--- config.mk ---
export PLATFORM = sky130hd
export DESIGN_NAME = csst_top
export DESIGN_NICKNAME = d
export VERILOG_FILES = /design/src/hw/csst_pkg.sv /design/src/hw/csst_wdog.sv /design/src/hw/csst_top.sv
export SDC_FILE = /design/constraint.sdc
export NUM_CORES = 1
export LEC_CHECK = 0
export BUFFER_PORTS_ARGS = -buffer_cell sky130_fd_sc_hd__buf_2
export CAP_MARGIN = 20
export CORE_MARGIN = 4
export CORE_UTILIZATION = 50
export CTS_BUF_LIST = sky130_fd_sc_hd__clkbuf_8
export CTS_CLUSTER_DIAMETER = 150
export DETAILED_ROUTE_END_ITERATION = 16
export PLACE_DENSITY = 0.74
export SKIP_CTS_REPAIR_TIMING = 1
export SYNTH_ARGS = -nofsm -noshare
export SYNTH_HDL_FRONTEND = slang
export SYNTH_SLANG_ARGS = --single-unit
--- constraint.sdc ---
create_clock -name clk -period 3.4 [get_ports clk]
set_input_delay 0.68 -clock clk [delete_from_list [all_inputs] [get_ports clk]]
set_output_delay 0.68 -clock clk [all_outputs]
set_load 0.02 [all_outputs]
--- src/hw/csst_pkg.sv ---
// Package: constants and carrier types for the clock switch and system timers
package csst_pkg;

    ////////////////////////////////////////////////////////////////////////////
    // Timing
    localparam int CLK_PERIOD_NS     = 4;
    localparam int XTAL_TIMEOUT_NS   = 200;
    localparam int XTAL_TIMEOUT_CYC  = XTAL_TIMEOUT_NS / CLK_PERIOD_NS;
    localparam int REF_TICK_MS       = 1;
    localparam int WDOG_EXPIRE_MS    = 2048;
    localparam int WDOG_WARN_MS      = 1792;
    localparam int WDOG_EXPIRE_TICKS = WDOG_EXPIRE_MS / REF_TICK_MS;
    localparam int WDOG_WARN_TICKS   = WDOG_WARN_MS / REF_TICK_MS;

    ////////////////////////////////////////////////////////////////////////////
    // Register offsets
    localparam logic [7:0] ADDR_CLK_CTRL   = 8'h00;
    localparam logic [7:0] ADDR_CLK_STATUS = 8'h04;
    localparam logic [7:0] ADDR_REF_DIV    = 8'h08;
    localparam logic [7:0] ADDR_WDOG_CTRL  = 8'h0C;
    localparam logic [7:0] ADDR_WDOG_COUNT = 8'h10;
    localparam logic [7:0] ADDR_SLP_CTRL   = 8'h14;
    localparam logic [7:0] ADDR_SLP_COUNT  = 8'h18;
    localparam logic [7:0] ADDR_SLP_CMP_A  = 8'h1C;
    localparam logic [7:0] ADDR_SLP_CMP_B  = 8'h20;

    ////////////////////////////////////////////////////////////////////////////
    // Field positions
    localparam int CTRL_SRC_BIT   = 0;
    localparam int CTRL_CPU_BIT   = 1;
    localparam int CTRL_BIAS_LSB  = 4;
    localparam int CTRL_DIG_BIT   = 8;
    localparam int CTRL_EVT_BIT   = 9;
    localparam int STAT_SRC_BIT   = 0;
    localparam int STAT_FAIL_BIT  = 1;
    localparam int STAT_FLASH_BIT = 2;
    localparam int WDOG_EN_BIT    = 0;
    localparam int WDOG_RST_BIT   = 1;
    localparam int SLP_SRC_BIT    = 0;
    localparam int SLP_EXP_LSB    = 4;
    localparam int SLP_DBG_BIT    = 8;
    localparam int SLP_IRQ_LSB    = 12;
    localparam int SLP_WAKE_LSB   = 16;

    ////////////////////////////////////////////////////////////////////////////
    // Reset values
    localparam logic [3:0]  BIAS_RST    = 4'hF;
    localparam logic [15:0] REF_INC_RST = 16'h199A;
    localparam logic [3:0]  SLP_EXP_RST = 4'h0;

    ////////////////////////////////////////////////////////////////////////////
    // Carriers
    typedef struct packed {
        logic [7:0]  addr;
        logic [31:0] wdata;
        logic        wr;
        logic        rd;
    } csst_bus_type;

    typedef struct packed {
        logic fast_rc;
        logic fast_xtal;
        logic slow_rc;
        logic slow_xtal;
        logic slow_pin;
    } csst_osc_type;

    typedef struct packed {
        logic main_clock;
        logic periph_clock;
        logic cpu_core_clock;
        logic reference_tick_1khz;
        logic sleep_tick;
        logic event_tick_timer;
    } csst_clk_type;

endpackage

--- src/hw/csst_wdog.sv ---
// Watchdog counting the 1 kHz reference tick
module csst_wdog #(
    parameter int CNT_W = 12
) (
    input  wire logic             clk,
    input  wire logic             sys_rst,
    input  wire logic             tick,
    input  wire logic             enable,
    input  wire logic             restart,
    input  wire logic             dbg_halt,
    output logic [CNT_W-1:0]      count,
    output logic                  warn_nmi,
    output logic                  wdog_reset
);
    import csst_pkg::*;

    typedef struct packed {
        logic [CNT_W-1:0] cnt;
        logic             warn;
        logic             rst_p;
    } csst_wd_state_type;

    csst_wd_state_type s_reg;
    csst_wd_state_type s_next;

    always_comb
    begin
        s_next       = s_reg;
        s_next.warn  = 1'b0;
        s_next.rst_p = 1'b0;
        if (!enable)
        begin
            s_next.cnt = '0;
        end
        else if (restart)
        begin
            s_next.cnt = '0;
        end
        else if (tick && !dbg_halt)
        begin
            if (s_reg.cnt == CNT_W'(WDOG_EXPIRE_TICKS - 1))
            begin
                s_next.cnt   = '0;
                s_next.rst_p = 1'b1;
            end
            else
            begin
                s_next.cnt = s_reg.cnt + 1'b1;
                if (s_reg.cnt == CNT_W'(WDOG_WARN_TICKS - 1))
                begin
                    s_next.warn = 1'b1;
                end
            end
        end
    end

    always_ff @(posedge clk)
    begin
        if (sys_rst)
        begin
            s_reg <= '0;
        end
        else
        begin
            s_reg <= s_next;
        end
    end

    assign count      = s_reg.cnt;
    assign warn_nmi   = s_reg.warn;
    assign wdog_reset = s_reg.rst_p;

    chk_wd_expire: assert property (@(posedge clk) disable iff (sys_rst)
        enable && !restart && tick && !dbg_halt
            && count == CNT_W'(WDOG_EXPIRE_TICKS - 1)
        |=> wdog_reset && count == '0)
        else $error("watchdog did not expire at full count");

    chk_wd_warn: assert property (@(posedge clk) disable iff (sys_rst)
        warn_nmi |-> count == CNT_W'(WDOG_WARN_TICKS) && $past(count) != count)
        else $error("watchdog warning at wrong count");

    chk_wd_pause: assert property (@(posedge clk) disable iff (sys_rst)
        enable && !restart && dbg_halt |=> $stable(count))
        else $error("watchdog counted while halted");

    chk_wd_off: assert property (@(posedge clk) disable iff (sys_rst)
        !enable |=> count == '0 && !wdog_reset)
        else $error("disabled watchdog is counting");

endmodule

--- src/hw/csst_top.sv ---
// Clock source switch, reference divider, watchdog and sleep timer
// Operation
// - Crystal failure falls back to RC source
// - Failover raises a non-maskable interrupt pulse
// - RC oscillator is selected after reset
// - Select bit picks RC or crystal main
// - Peripheral clock is half the main clock
// - CPU select bit picks peripheral or main
// - Flash activity forces CPU clock to 12MHz
// - Fractional divider makes 1 kHz from 10 kHz
// - Crystal bias is software programmable
// - Slow path accepts digital clock on pin
// - Watchdog disabled at power up
// - Watchdog expires after 2048 ticks, resets
// - Warning interrupt at 1792 ticks
// - Watchdog pauses while debugger halts CPU
// - Sleep timer uses 1 kHz or slow crystal
// - Power-of-two prescaler before sleep counter
// - Compares and wrap raise irq or wake
// - Sleep timer runs on halt by default
// - Sleep timer stops without slow clocks
// - Event tick clock is CPU or sleep
module csst_top (
    input  wire logic                  clk,
    input  wire logic                  sys_rst,
    input  wire csst_pkg::csst_bus_type bus,
    output logic [31:0]                rdata,
    input  wire csst_pkg::csst_osc_type osc,
    input  wire logic                  flash_busy,
    input  wire logic                  dbg_halt,
    input  wire logic                  slow_rc_off,
    output csst_pkg::csst_clk_type     clk_out,
    output logic [3:0]                 crystal_bias,
    output logic                       failover_nmi,
    output logic                       wdog_warn_nmi,
    output logic                       wdog_reset,
    output logic                       sleep_irq,
    output logic                       sleep_wake
);
    import csst_pkg::*;

    ////////////////////////////////////////////////////////////////////////////
    // State

    typedef struct packed {
        logic        src_xtal;
        logic        sel_xtal;
        logic        cpu_fast;
        logic        cpu_fast_act;
        logic        flash_act;
        logic        phase;
        logic [3:0]  bias;
        logic        slow_dig;
        logic        evt_sel;
        logic        fail_flag;
        logic        nmi_fail;
        logic [7:0]  fail_cnt;
        logic [15:0] ref_inc;
        logic [15:0] ref_acc;
        logic        ref_tick;
        logic        wd_en;
        logic        wd_restart;
        logic        st_src;
        logic [3:0]  st_exp;
        logic        st_dbg;
        logic [2:0]  st_irq_en;
        logic [2:0]  st_wake_en;
        logic [15:0] st_pre;
        logic [31:0] st_cnt;
        logic [31:0] cmp_a;
        logic [31:0] cmp_b;
        logic        st_tick;
        logic        st_irq;
        logic        st_wake;
        logic [31:0] rdata;
    } csst_state_type;

    csst_state_type s_reg;
    csst_state_type s_next;

    logic [11:0] wd_count;
    logic        main_en;
    logic        periph_en;
    logic        cpu_en;
    logic        cpu_12m;
    logic        boundary;
    logic        rc_tick;
    logic        slow_tick;
    logic        st_src_tick;
    logic        st_run;
    logic [2:0]  st_ev;
    logic [16:0] ref_sum;
    logic [31:0] st_inc;

    function automatic logic [15:0] pre_mask(input logic [3:0] exp);
        pre_mask = (16'h0001 << exp) - 16'h0001;
    endfunction

    ////////////////////////////////////////////////////////////////////////////
    // Clock enables

    assign main_en   = s_reg.src_xtal ? osc.fast_xtal : osc.fast_rc;
    assign periph_en = main_en & s_reg.phase;
    // 12 MHz is the main clock on RC and the peripheral clock on crystal
    assign cpu_12m   = s_reg.src_xtal ? periph_en : main_en;
    assign cpu_en    = s_reg.flash_act ? cpu_12m
                     : (s_reg.cpu_fast_act ? main_en : periph_en);
    // Requested switches happen only between peripheral periods so no pulse is cut short; failover switches at once
    assign boundary  = ~s_reg.phase & ~main_en;

    assign rc_tick     = osc.slow_rc & ~slow_rc_off;
    assign slow_tick   = s_reg.slow_dig ? osc.slow_pin : osc.slow_xtal;
    assign st_src_tick = s_reg.st_src ? slow_tick : s_reg.ref_tick;
    assign st_run      = ~(dbg_halt & s_reg.st_dbg);
    assign ref_sum     = {1'b0, s_reg.ref_acc} + {1'b0, s_reg.ref_inc};
    assign st_inc      = s_reg.st_cnt + 32'h00000001;
    assign st_ev       = {&s_reg.st_cnt,
                          st_inc == s_reg.cmp_b,
                          st_inc == s_reg.cmp_a};

    ////////////////////////////////////////////////////////////////////////////
    // Next state

    always_comb
    begin
        s_next            = s_reg;
        s_next.nmi_fail   = 1'b0;
        s_next.ref_tick   = 1'b0;
        s_next.st_tick    = 1'b0;
        s_next.st_irq     = 1'b0;
        s_next.st_wake    = 1'b0;
        s_next.wd_restart = 1'b0;
        s_next.rdata      = '0;

        // Register writes
        if (bus.wr)
        begin
            if (bus.addr == ADDR_CLK_CTRL)
            begin
                s_next.sel_xtal = bus.wdata[CTRL_SRC_BIT];
                s_next.cpu_fast = bus.wdata[CTRL_CPU_BIT];
                s_next.bias     = bus.wdata[CTRL_BIAS_LSB +: 4];
                s_next.slow_dig = bus.wdata[CTRL_DIG_BIT];
                s_next.evt_sel  = bus.wdata[CTRL_EVT_BIT];
            end
            else if (bus.addr == ADDR_CLK_STATUS)
            begin
                if (bus.wdata[STAT_FAIL_BIT])
                begin
                    s_next.fail_flag = 1'b0;
                end
            end
            else if (bus.addr == ADDR_REF_DIV)
            begin
                s_next.ref_inc = bus.wdata[15:0];
            end
            else if (bus.addr == ADDR_WDOG_CTRL)
            begin
                s_next.wd_en      = bus.wdata[WDOG_EN_BIT];
                s_next.wd_restart = bus.wdata[WDOG_RST_BIT];
            end
            else if (bus.addr == ADDR_SLP_CTRL)
            begin
                s_next.st_src     = bus.wdata[SLP_SRC_BIT];
                s_next.st_exp     = bus.wdata[SLP_EXP_LSB +: 4];
                s_next.st_dbg     = bus.wdata[SLP_DBG_BIT];
                s_next.st_irq_en  = bus.wdata[SLP_IRQ_LSB +: 3];
                s_next.st_wake_en = bus.wdata[SLP_WAKE_LSB +: 3];
            end
            else if (bus.addr == ADDR_SLP_CMP_A)
            begin
                s_next.cmp_a = bus.wdata;
            end
            else if (bus.addr == ADDR_SLP_CMP_B)
            begin
                s_next.cmp_b = bus.wdata;
            end
        end

        // Register reads, answered in the next cycle
        if (bus.rd)
        begin
            if (bus.addr == ADDR_CLK_CTRL)
            begin
                s_next.rdata[CTRL_SRC_BIT]       = s_reg.sel_xtal;
                s_next.rdata[CTRL_CPU_BIT]       = s_reg.cpu_fast;
                s_next.rdata[CTRL_BIAS_LSB +: 4] = s_reg.bias;
                s_next.rdata[CTRL_DIG_BIT]       = s_reg.slow_dig;
                s_next.rdata[CTRL_EVT_BIT]       = s_reg.evt_sel;
            end
            else if (bus.addr == ADDR_CLK_STATUS)
            begin
                s_next.rdata[STAT_SRC_BIT]   = s_reg.src_xtal;
                s_next.rdata[STAT_FAIL_BIT]  = s_reg.fail_flag;
                s_next.rdata[STAT_FLASH_BIT] = s_reg.flash_act;
            end
            else if (bus.addr == ADDR_REF_DIV)
            begin
                s_next.rdata[15:0] = s_reg.ref_inc;
            end
            else if (bus.addr == ADDR_WDOG_CTRL)
            begin
                s_next.rdata[WDOG_EN_BIT] = s_reg.wd_en;
            end
            else if (bus.addr == ADDR_WDOG_COUNT)
            begin
                s_next.rdata[11:0] = wd_count;
            end
            else if (bus.addr == ADDR_SLP_CTRL)
            begin
                s_next.rdata[SLP_SRC_BIT]       = s_reg.st_src;
                s_next.rdata[SLP_EXP_LSB +: 4]  = s_reg.st_exp;
                s_next.rdata[SLP_DBG_BIT]       = s_reg.st_dbg;
                s_next.rdata[SLP_IRQ_LSB +: 3]  = s_reg.st_irq_en;
                s_next.rdata[SLP_WAKE_LSB +: 3] = s_reg.st_wake_en;
            end
            else if (bus.addr == ADDR_SLP_COUNT)
            begin
                s_next.rdata = s_reg.st_cnt;
            end
            else if (bus.addr == ADDR_SLP_CMP_A)
            begin
                s_next.rdata = s_reg.cmp_a;
            end
            else if (bus.addr == ADDR_SLP_CMP_B)
            begin
                s_next.rdata = s_reg.cmp_b;
            end
        end

        // Main clock divider phase and switchover
        if (main_en)
        begin
            s_next.phase = ~s_reg.phase;
        end
        if (boundary)
        begin
            s_next.src_xtal     = s_reg.sel_xtal;
            s_next.cpu_fast_act = s_reg.cpu_fast;
            s_next.flash_act    = flash_busy;
        end

        // Crystal watchdog: no edge within the timeout means dead crystal
        if (!s_reg.src_xtal || osc.fast_xtal)
        begin
            s_next.fail_cnt = '0;
        end
        else if (s_reg.fail_cnt == 8'(XTAL_TIMEOUT_CYC - 1))
        begin
            s_next.fail_cnt  = '0;
            s_next.src_xtal  = 1'b0;
            s_next.sel_xtal  = 1'b0;
            s_next.phase     = 1'b0;
            s_next.fail_flag = 1'b1;
            s_next.nmi_fail  = 1'b1;
        end
        else
        begin
            s_next.fail_cnt = s_reg.fail_cnt + 8'h01;
        end

        // Fractional-N reference divider
        if (rc_tick)
        begin
            s_next.ref_acc  = ref_sum[15:0];
            s_next.ref_tick = ref_sum[16];
        end

        // Sleep timer prescaler and counter
        if (st_src_tick && st_run)
        begin
            s_next.st_pre = s_reg.st_pre + 16'h0001;
            if ((s_reg.st_pre & pre_mask(s_reg.st_exp)) == pre_mask(s_reg.st_exp))
            begin
                s_next.st_tick = 1'b1;
                s_next.st_cnt  = st_inc;
                s_next.st_irq  = |(st_ev & s_reg.st_irq_en);
                s_next.st_wake = |(st_ev & s_reg.st_wake_en);
            end
        end
    end

    always_ff @(posedge clk)
    begin
        if (sys_rst)
        begin
            s_reg          <= '0;
            s_reg.bias     <= BIAS_RST;
            s_reg.ref_inc  <= REF_INC_RST;
            s_reg.st_exp   <= SLP_EXP_RST;
            s_reg.src_xtal <= 1'b0;
        end
        else
        begin
            s_reg <= s_next;
        end
    end

    ////////////////////////////////////////////////////////////////////////////
    // Watchdog

    csst_wdog #(
        .CNT_W (12)
    ) u_wdog (
        .clk        (clk),
        .sys_rst    (sys_rst),
        .tick       (s_reg.ref_tick),
        .enable     (s_reg.wd_en),
        .restart    (s_reg.wd_restart),
        .dbg_halt   (dbg_halt),
        .count      (wd_count),
        .warn_nmi   (wdog_warn_nmi),
        .wdog_reset (wdog_reset)
    );

    ////////////////////////////////////////////////////////////////////////////
    // Outputs

    assign clk_out.main_clock          = main_en;
    assign clk_out.periph_clock        = periph_en;
    assign clk_out.cpu_core_clock      = cpu_en;
    assign clk_out.reference_tick_1khz = s_reg.ref_tick;
    assign clk_out.sleep_tick          = s_reg.st_tick;
    assign clk_out.event_tick_timer    = s_reg.evt_sel ? s_reg.st_tick : cpu_en;
    assign crystal_bias = s_reg.bias;
    assign failover_nmi = s_reg.nmi_fail;
    assign sleep_irq    = s_reg.st_irq;
    assign sleep_wake   = s_reg.st_wake;
    assign rdata        = s_reg.rdata;

    ////////////////////////////////////////////////////////////////////////////
    // Checks

    chk_fail_switch: assert property (@(posedge clk) disable iff (sys_rst)
        s_reg.src_xtal && !osc.fast_xtal
            && s_reg.fail_cnt == 8'(XTAL_TIMEOUT_CYC - 1)
        |=> !s_reg.src_xtal && !s_reg.sel_xtal && s_reg.fail_flag)
        else $error("no failover on dead crystal");

    chk_fail_nmi: assert property (@(posedge clk) disable iff (sys_rst)
        failover_nmi |-> $past(s_reg.src_xtal) && !s_reg.src_xtal ##1 !failover_nmi)
        else $error("failover interrupt without failover");

    chk_reset_rc: assert property (@(posedge clk) disable iff (sys_rst)
        $fell(sys_rst) |-> !s_reg.src_xtal && !s_reg.wd_en)
        else $error("crystal selected after reset");

    chk_periph_half: assert property (@(posedge clk) disable iff (sys_rst)
        periph_en |-> main_en && s_reg.phase ##1 !s_reg.phase)
        else $error("peripheral clock not half rate");

    chk_cpu_fast: assert property (@(posedge clk) disable iff (sys_rst)
        !s_reg.flash_act && s_reg.cpu_fast_act |-> cpu_en == main_en)
        else $error("fast cpu clock not main clock");

    chk_flash_cpu: assert property (@(posedge clk) disable iff (sys_rst)
        s_reg.flash_act |-> cpu_en == (s_reg.src_xtal ? periph_en : main_en))
        else $error("cpu clock not forced during flash");

    chk_switch_edge: assert property (@(posedge clk) disable iff (sys_rst)
        $changed(s_reg.src_xtal) |-> !s_reg.phase && (failover_nmi || !$past(s_reg.phase)))
        else $error("source switched mid period");

    chk_st_pause: assert property (@(posedge clk) disable iff (sys_rst)
        dbg_halt && s_reg.st_dbg |=> $stable(s_reg.st_cnt))
        else $error("sleep timer moved while paused");

    chk_ref_pulse: assert property (@(posedge clk) disable iff (sys_rst)
        s_reg.ref_tick |-> $past(rc_tick) ##1 !s_reg.ref_tick)
        else $error("reference tick without slow edge");

endmodule

==> run_results.csv, run 1 <==
group,metric,value,unit
logic_synthesis,async_reset_ff_share,0,%
sta,drv_slew,0,
floorplanning,die_area,27850,µm²
critical_path,critPathKind,"register to register",
critical_path,crit_path_start_kind,"register",
floorplanning,die-width,166.9,µm
clock_network,clk_latency,0.56,ns
logic_synthesis,synth_top_area_share,36.32,%
global_routing,grt_pass1_wl,59140,µm
layout,layout_common_cells,"nand2_1, dfxtp_1, a21oi_1",
critical_path,worst-path-max-fanout,8,
clock_network,htreeDepth,2,
clock_network,cts_tree,"built",
logic_synthesis,synth_cells,1611,
floorplanning,num_rows,57,
sta,relSlewSlack,35.54,%
floorplanning,dieHeight,166.9,µm
sta,min_period_over_period,94.04,%
routing,routedWlPerCell,18.23,µm
floorplanning,initial_core_util,51.30,%
logic_synthesis,synth_area_leaders,"dfxtp_1, nand2_1, a21oi_1",
sta,rsz0062_at_grt,"no",
global_routing,track_usage,25.57,%
routing,vias,11800,
floorplanning,core_area,24600,µm²
sta,holdWs,0.3750,ns
min_path,hold_start,"bus[27]",
clock_network,numCtsBuffers,40,
critical_path,r2r_start,"s_reg[99]",
sta,finalHoldViolCount,0,
critical_path,crit_start,"s_reg[99]",
clock_network,cts_buffer_depth,3,
place,io_buffers,98,
critical_path,worstRegToRegCells,10,
layout,layout_commonest_cell,"nand2_1",
global_routing,overflow,0,
sta,fin_crit,3.197,ns
pwr,p_per_area,389.2,nW/µm²
pwr,p_leak,5.214,nW
layout,n_antenna_cell,0,
layout,area_growth,10.92,%
logic_synthesis,synth_cell_types,76,
logic_synthesis,synth_fp_nets,1688,
global_routing,grt_pass1_vias,11140,
logic_synthesis,ys.flop_type,"dfxtp_1",
logic_synthesis,yosysTopAreaCell,"dfxtp_1",
logic_synthesis,synth-edff-count,0,
layout,layout-drive-gt1-share,14.23,%
sta,final-setup-viol-count,0,
critical_path,cpPeakStageDelay,0.67,ns
clock_network,cts_sinks,229,
job,drv_cap,0,
critical_path,end_kind,"register",
place,hpwlAfterDp,26720,µm
critical_path,cp.arrival,3.68,ns
routing,drc,0,
logic_synthesis,synth_area_per_cell,7.835,µm²
routing,vias_per_cell,5.871,
critical_path,crit_required,3.89,ns
logic_synthesis,yosysWarnings,0,
logic_synthesis,syn_area,12620,µm²
clock_network,root_buffer,"clkbuf_8",
place,dpl.cell_count,1939,
global_routing,antenna_found_initial,0,
layout,final_cell_count_no_fill,2010,
place,place_congestion,0.9767,
logic_synthesis,ys_seq_elements,229,
run_status,status,"complete, no violations",
routing,drt-initial-drc-count,1083,
sta,fin_setup_tns,0,ns
sta,max_freq,312.8,MHz
sta,finalClockSkew,0.03015,ns
min_path,holdPathStages,3,
critical_path,cp_cell_sequence,"ha_1 > nand4_4 > or4_1 > xor2_1 > a21oi_1 > o2111ai_1 > nor4_1 > and4_1 > nand3_1 > a31oi_1",
clock_network,path_clk_slew,0.07,ns
floorplanning,io_pins,99,
global_routing,grt_max_degree,87,
logic_synthesis,ys_seq_area_share,36.32,%
routing,routed_wl,36650,µm
sta,worstMarginPinSlew,0.9669,ns
critical_path,slowest_stage,"or4_1",
layout,nNetsFinal,1734,
layout,largest_register_ffs,174,
pwr,peakVddDrop,328.9,µV
min_path,hp-class,"input pin to register",
routing,first_pass_iters,6,
routing,drtAntennaViolNets,0,
## cells by family (layout without fill, tap and decap cells)
family	Yosys count	in the layout	share of synthesized area [%]
adders and majority gates	26	26	2.617
xor gates and xnor gates	124	124	9.040
and+or+nand+nor	677	677	25.54
DFF	229	229	36.32
muxes	52	52	4.134
buffers and inverters	181	256	6.899
AOI/OAI and AO/OA	322	322	15.45
## through the flow
stage / util (%) / instance area (µm²) / power (mW) / setup slack (ns)
detailed placement: 53.62 / 13190 / 3.011 / 0.003234
finish: 56.90 / 14000 / 5.449 / 0.2026
global route: 56.90 / 14000 / 5.637 / 0.006624
floorplan: - / 12620 / 2.913 / 0.4493
global placement: 53.62 / 13190 / 3.006 / -0.1029
CTS: 56.85 / 13990 / 5.489 / -0.05630
## final cells by class
cell class              count  area [µm²]
fillers                  2297       10600
multi-input cells        1201        7183
flip-flops and latches    229        4586
repair buffers            151       903.4
clock buffers              49       674.4
well taps                 324       405.4
inverters                  34       127.6
clock inverters            22       121.4
## power breakdown
part           internal (mW)  total (mW)  leakage, nW  switching [mW]
Combinational         0.0869       0.252         2.92           0.165
Clock                   1.32        2.49        0.443            1.17
Sequential              2.70        2.71         1.85         0.00901
## worst max-delay path: cells and delay by family, from the launching register on
| kind | cells | cell delay, ns |
|---|---|---|
| xor+xnor | 1 | 0.21 |
| simple gates | 5 | 1.67 |
| flops | 1 | 0.33 |
| compound gates | 3 | 0.55 |
| fa+ha+maj | 1 | 0.35 |
## path summary, 6_finish.rpt
path           endpoint  slack, ns
max           sleep_irq       0.20
min           s_reg[92]       0.38
max reg2reg   sleep_irq       0.20
min reg2reg  s_reg[176]       0.46
## cells in the mapped netlist, drive strengths merged (4+ instances only)
cell type	count
a211oi	8
a21o	5
a21oi	161
a221oi	15
a222oi	5
a22oi	11
a31oi	11
and2	9
and3	19
and4	11
buf	64
clkbuf	83
dfxtp	229
ha	24
inv	34
mux2i	51
nand2	279
nand2b	11
nand3	60
nand4	27
nor2	141
nor2b	12
nor3	35
nor3b	7
nor4	17
o211ai	6
o21ai	54
o221ai	4
o22ai	7
or2	5
or3	30
or4	4
xnor2	74
xnor3	4
xor2	46
## per-layer routing
| layer | up-vias | share of wire (%) | GRT usage (%) |
|---|---|---|---|
| met5 | - | 0 | 0 |
| met4 | 0 | 3.6 | 9.890 |
| met3 | 94 | 7.2 | 4.053 |
| met2 | 491 | 45 | 40.74 |
| met1 | 5554 | 44 | 34.97 |
| li1 | 5661 | - | - |
No activity file was read; power rests on OpenSTA's default activity.
==> inputs of run 2 (changes only) <==
Settings changed: CORE_ASPECT_RATIO from default to 1.4, PLACE_DENSITY 0.74 to 0.78.
==> run 2 against run 1 <==
Power increased by 0.21%. Core utilization decreased by 0.066 points. Flip-flop and latch count unchanged. Largest cell class unchanged. Highest routed layer unchanged.
==> run_results.csv, run 2 (same netlist as run 1, synthesis figures left out) <==
group,metric,value,unit
critical_path,slowest_stage,"or4_1",
sta,fin_crit,3.211,ns
global_routing,grt_pass1_wl,60420,µm
clock_network,htreeDepth,2,
sta,finalClockSkew,0.02124,ns
place,place_area,13240,µm²
layout,layout-drive-gt1-share,14.66,%
sta,finalHoldViolCount,0,
clock_network,cts_sinks,229,
run_status,status,"complete, no violations",
sta,holdWs,0.3880,ns
routing,vias,11950,
global_routing,track_usage,26.79,%
sta,drv_slew,0,
sta,relSlewSlack,36.92,%
clock_network,cts_buffer_depth,3,
global_routing,overflow,0,
critical_path,cp.arrival,3.68,ns
critical_path,cp_cell_sequence,"ha_4 > nand4_4 > or4_1 > a221oi_1 > nand4_1 > nor3_1 > and4_1 > nand3_1 > a31oi_1",
floorplanning,num_rows,68,
floorplanning,die_area,27890,µm²
routing,first_pass_iters,9,
layout,n_fill_cell,2263,
floorplanning,initial_core_util,50.98,%
sta,min_period_over_period,94.45,%
routing,vias_per_cell,5.952,
global_routing,grt_max_degree,84,
sta,fin_setup_tns,0,ns
place,place_ws,-0.1662,ns
layout,n_antenna_cell,0,
place,io_buffers,98,
global_routing,grt_pass1_vias,11380,
pwr,p_per_area,388.0,nW/µm²
floorplanning,io_pins,99,
critical_path,crit_required,3.87,ns
sta,worstMarginPinSlew,0.9461,ns
floorplanning,die-width,142.3,µm
clock_network,cts_tree,"built",
critical_path,critPathKind,"register to register",
routing,routedWlPerCell,19.33,µm
pwr,p_leak,5.274,nW
layout,largest_register_ffs,174,
layout,layout_common_cells,"nand2_1, dfxtp_1, a21oi_1",
job,drv_cap,0,
clock_network,clk_latency,0.54,ns
sta,fin_ws,0.1887,ns
pwr,peakVddDrop,375.6,µV
pwr,fin_total_pwr,5.461,mW
routing,drt-initial-drc-count,931,
layout,stdcell_area,14070,µm²
critical_path,worst-path-max-fanout,8,
place,dpl.cell_count,1938,
routing,routed_wl,38790,µm
layout,post-route-util,56.84,%
layout,area_growth,11.49,%
layout,layout_commonest_cell,"nand2_1",
critical_path,crit_path_start_kind,"register",
critical_path,cpPeakStageDelay,0.68,ns
clock_network,root_buffer,"clkbuf_8",
floorplanning,dieHeight,196.0,µm
floorplanning,core_area,24760,µm²
sta,max_freq,311.4,MHz
layout,final_cell_count_no_fill,2007,
critical_path,crit_family,"simple AND/OR/NAND/NOR gates",
global_routing,antenna_found_initial,0,
routing,drc,0,
clock_network,path_clk_slew,0.07,ns
clock_network,numCtsBuffers,39,
routing,drtAntennaViolNets,0,
sta,final-setup-viol-count,0,
critical_path,end_kind,"register",
sta,rsz0062_at_grt,"no",
layout,nNetsFinal,1741,
place,hpwlAfterDp,28650,µm
critical_path,path_buf_inv,0,
place,place_congestion,0.9707,
min_path,hp-class,"input pin to register",
## run 2: changes by cell type in the layout (fill, tap and decap cells not counted), sizes merged
cell and delta:
clkbuf -1, bufinv +1, inv +2, clkinvlp -2, buf +8, clkinv -2
## run 2: final cells by class
type	instances	area [µm²]	area share, %
Multi-Input combinational cell	1201	7212	51.25
Timing Repair Buffer	159	963.4	6.846
Clock inverter	21	123.9	0.8802
Inverter	34	127.6	0.9069
Tap cell	315	394.1	2.801
Sequential cell	229	4591	32.62
Clock buffer	48	660.6	4.695
## run 2: final timing paths
check                                 from    endpoint  slack, ns  cells after the start
worst max register to register  s_reg[100]  sleep_wake       0.19                      9
worst min register to register  s_reg[177]  s_reg[177]       0.46                      2
worst min-delay path               bus[32]   s_reg[97]       0.39                      3
worst max-delay path            s_reg[100]  sleep_wake       0.19                      9
## run 2: power breakdown
| group | internal [mW] | leakage, nW | switching [mW] |
|---|---|---|---|
| logic | 0.0877 | 2.98 | 0.163 |
| registers | 2.69 | 1.85 | 0.00910 |
| clock network | 1.36 | 0.448 | 1.15 |
| total | 4.14 | 5.27 | 1.32 |
## run 2: tightest hold or removal path: stages
cell     delay (ns)
buf_2          0.11
nand2_1        0.05
a21oi_1        0.05
## run 2: metal layers
metal | up-vias | routed length, µm | track usage [%]
met3 | 147 | 2256 | 3.877
li1 | 5671 | - | -
met5 | - | 0 | 0
met2 | 468 | 19430 | 47.23
met1 | 5659 | 14630 | 30.39
met4 | 0 | 2470 | 15.54
==> inputs of run 3 (changes only) <==
==> constraint.sdc (replaced) <==
create_clock -name clk -period 3.4 [get_ports clk]
set_input_delay 0.17 -clock clk [delete_from_list [all_inputs] [get_ports clk]]
set_output_delay 0.17 -clock clk [all_outputs]
set_load 0.02 [all_outputs]
==> run 3 against run 2 <==
Flip-flop and latch count is the same. Count of clock-buffer cells in the layout is the same. Global-route usage shrank 0.14 points. Sequential share of layout area shrank 0.90 points. Clock power grew 5%. Clock skew shrank 0.0072 ns. Hold slack lost 0.39 ns. Setup slack lost 0.0031 ns. Critical path type unchanged. Largest cell class unchanged.
==> run_results.csv, run 3 (same netlist as run 1, synthesis figures left out) <==
group,metric,value,unit
pwr,fin_total_pwr,5.620,mW
critical_path,crit_required,3.80,ns
sta,fin_crit,3.214,ns
pwr,p_leak,5.438,nW
pwr,swShare,23.34,%
clock_network,numCtsBuffers,38,
routing,drtAntennaViolNets,0,
floorplanning,core_area,24760,µm²
pwr,seqPwrFrac,48.1,%
routing,routedWlPerCell,19.16,µm
critical_path,critPathKind,"register to register",
pwr,pwr-share-clk,46.8,%
critical_path,cp_cell_sequence,"nor3_4 > nand2b_1 > ha_1 > or2_2 > o22ai_1 > nand2_1 > a21oi_1 > or4b_1 > or4_1 > buf_12 > nor4_4 > xnor2_1 > nor2_1",
sta,rsz0062_at_grt,"no",
pwr,p_sw,1.312,mW
sta,finalClockSkew,0.01405,ns
min_path,holdPathStages,4,
floorplanning,die_area,27890,µm²
sta,worstMarginPinSlew,0.8142,ns
layout,seq_area,4586,µm²
min_path,hp-class,"input pin to register",
critical_path,cpPeakStageDelay,0.50,ns
pwr,comb_power_share,5.0,%
global_routing,grt_max_degree,103,
place,place_area,13230,µm²
floorplanning,die-width,142.3,µm
critical_path,r2r_end,"s_reg[129]",
routing,vias,12000,
critical_path,r2r_slack,0.19,ns
global_routing,busiest_layer,"met2",
place,place_ws,0.1193,ns
pwr,p_int,4.309,mW
layout,layout-drive-gt1-share,14.05,%
routing,first_pass_iters,6,
place,io_buffers,98,
layout,layout_commonest_cell,"nand2_1",
pwr,peakVddDrop,394.1,µV
clock_network,cts_sinks,229,
layout,stdcell_area,14450,µm²
place,hpwlAfterDp,28550,µm
clock_network,cts_tree,"built",
sta,final-setup-viol-count,0,
floorplanning,dieHeight,196.0,µm
floorplanning,initial_core_util,50.98,%
critical_path,slowest_stage,"or4b_1",
job,drv_cap,0,
sta,finalHoldViolCount,0,
sta,drv_slew,0,
routing,vias_per_cell,5.886,
routing,drc,0,
layout,multi_input_area,7211,µm²
clock_network,htreeDepth,2,
layout,final_cell_count_no_fill,2039,
global_routing,track_usage,26.65,%
layout,layout_common_cells,"nand2_1, dfxtp_1, a21oi_1",
routing,drt-initial-drc-count,946,
clock_network,root_buffer,"clkbuf_8",
critical_path,cp.arrival,3.61,ns
clock_network,path_clk_slew,0.07,ns
pwr,p_per_area,388.9,nW/µm²
global_routing,gr-usage-met3,3.901,%
min_path,hold_start,"slow_rc_off",
sta,max_freq,311.1,MHz
sta,min_period_over_period,94.54,%
run_status,status,"complete, no violations",
sta,fin_ws,0.1857,ns
sta,fin_setup_tns,0,ns
critical_path,r2r_start,"s_reg[155]",
global_routing,antenna_found_initial,0,
layout,area_growth,14.51,%
place,place_congestion,0.9551,
layout,nNetsFinal,1773,
critical_path,end_kind,"register",
clock_network,cts_buffer_depth,3,
global_routing,gr-usage-met2,49.64,%
critical_path,worst-path-max-fanout,49,
critical_path,worstRegToRegCells,13,
place,dpl.cell_count,1936,
sta,relSlewSlack,45.56,%
clock_network,clk_latency,0.54,ns
global_routing,grt_pass1_wl,60190,µm
global_routing,grt_pass1_vias,11430,
floorplanning,io_pins,99,
layout,largest_register_ffs,174,
global_routing,overflow,0,
min_path,hold-path-endpoint,"s_reg[167]",
floorplanning,num_rows,68,
critical_path,crit_path_start_kind,"register",
global_routing,grt_use_met1,29.81,%
routing,routed_wl,39060,µm
layout,n_fill_cell,2245,
run 3: worst max-delay path, delay by kind of cell, from the launching register on:
kind / cells / cell delay [ns]
buffers and inverters: 1 / 0.23
AND/OR/NAND/NOR: 8 / 1.79
XOR/XNOR: 1 / 0.14
adder cells (fa/ha/maj): 1 / 0.27
AO/OA/AOI/OAI: 2 / 0.16
flip-flops: 1 / 0.46
run 3: worst max-delay path by stage:
stage,startpoint,endpoint,depth (start not counted)
2_1_floorplan,s_reg[157],s_reg[124],14
3_3_place_gp,s_reg[100],sleep_wake,11
3_5_place_dp,s_reg[155],s_reg[129],13
4_1_cts,s_reg[155],s_reg[129],13
5_1_grt,s_reg[155],s_reg[129],13
6_report,s_reg[155],s_reg[129],13
run 3: layer usage:
metal / part of all wire, % / up-vias / wire length (µm)
li1: - / 5729 / -
met1: 38 / 5688 / 14680
met2: 52 / 461 / 20470
met4: 4.4 / 0 / 1700
met3: 5.7 / 124 / 2217
met5: 0 / - / 0
run 3: layout make-up:
cell class | count | area share, %
well taps | 315 | 2.727
diodes | 1 | 0.01731
flip-flops and latches | 229 | 31.73
clock inverters | 19 | 1.099
multi-input cells | 1201 | 49.89
clock buffers | 48 | 4.571
inverters | 34 | 0.8830
repair buffers | 192 | 9.089
run 3: metrics by stage:
stage | hold WS [ns] | utilization [%]
after global routing | 0.02640 | 58.37
after CTS | -0.1411 | 56.73
final | 0.002927 | 58.38
after detailed placement | 0.4292 | 53.42
after floorplan | 0.2894 | -
after global placement | 0.4228 | 53.42
run 3: power groups by stage:
stage / clock (mW) / sequential [mW] / combinational, mW
2_1_floorplan: 0 / 2.76 / 0.152
4_1_cts: 2.67 / 2.70 / 0.243
3_3_place_gp: 0 / 2.76 / 0.236
6_report: 2.63 / 2.70 / 0.283
3_5_place_dp: 0 / 2.76 / 0.242
5_1_grt: 2.78 / 2.70 / 0.305
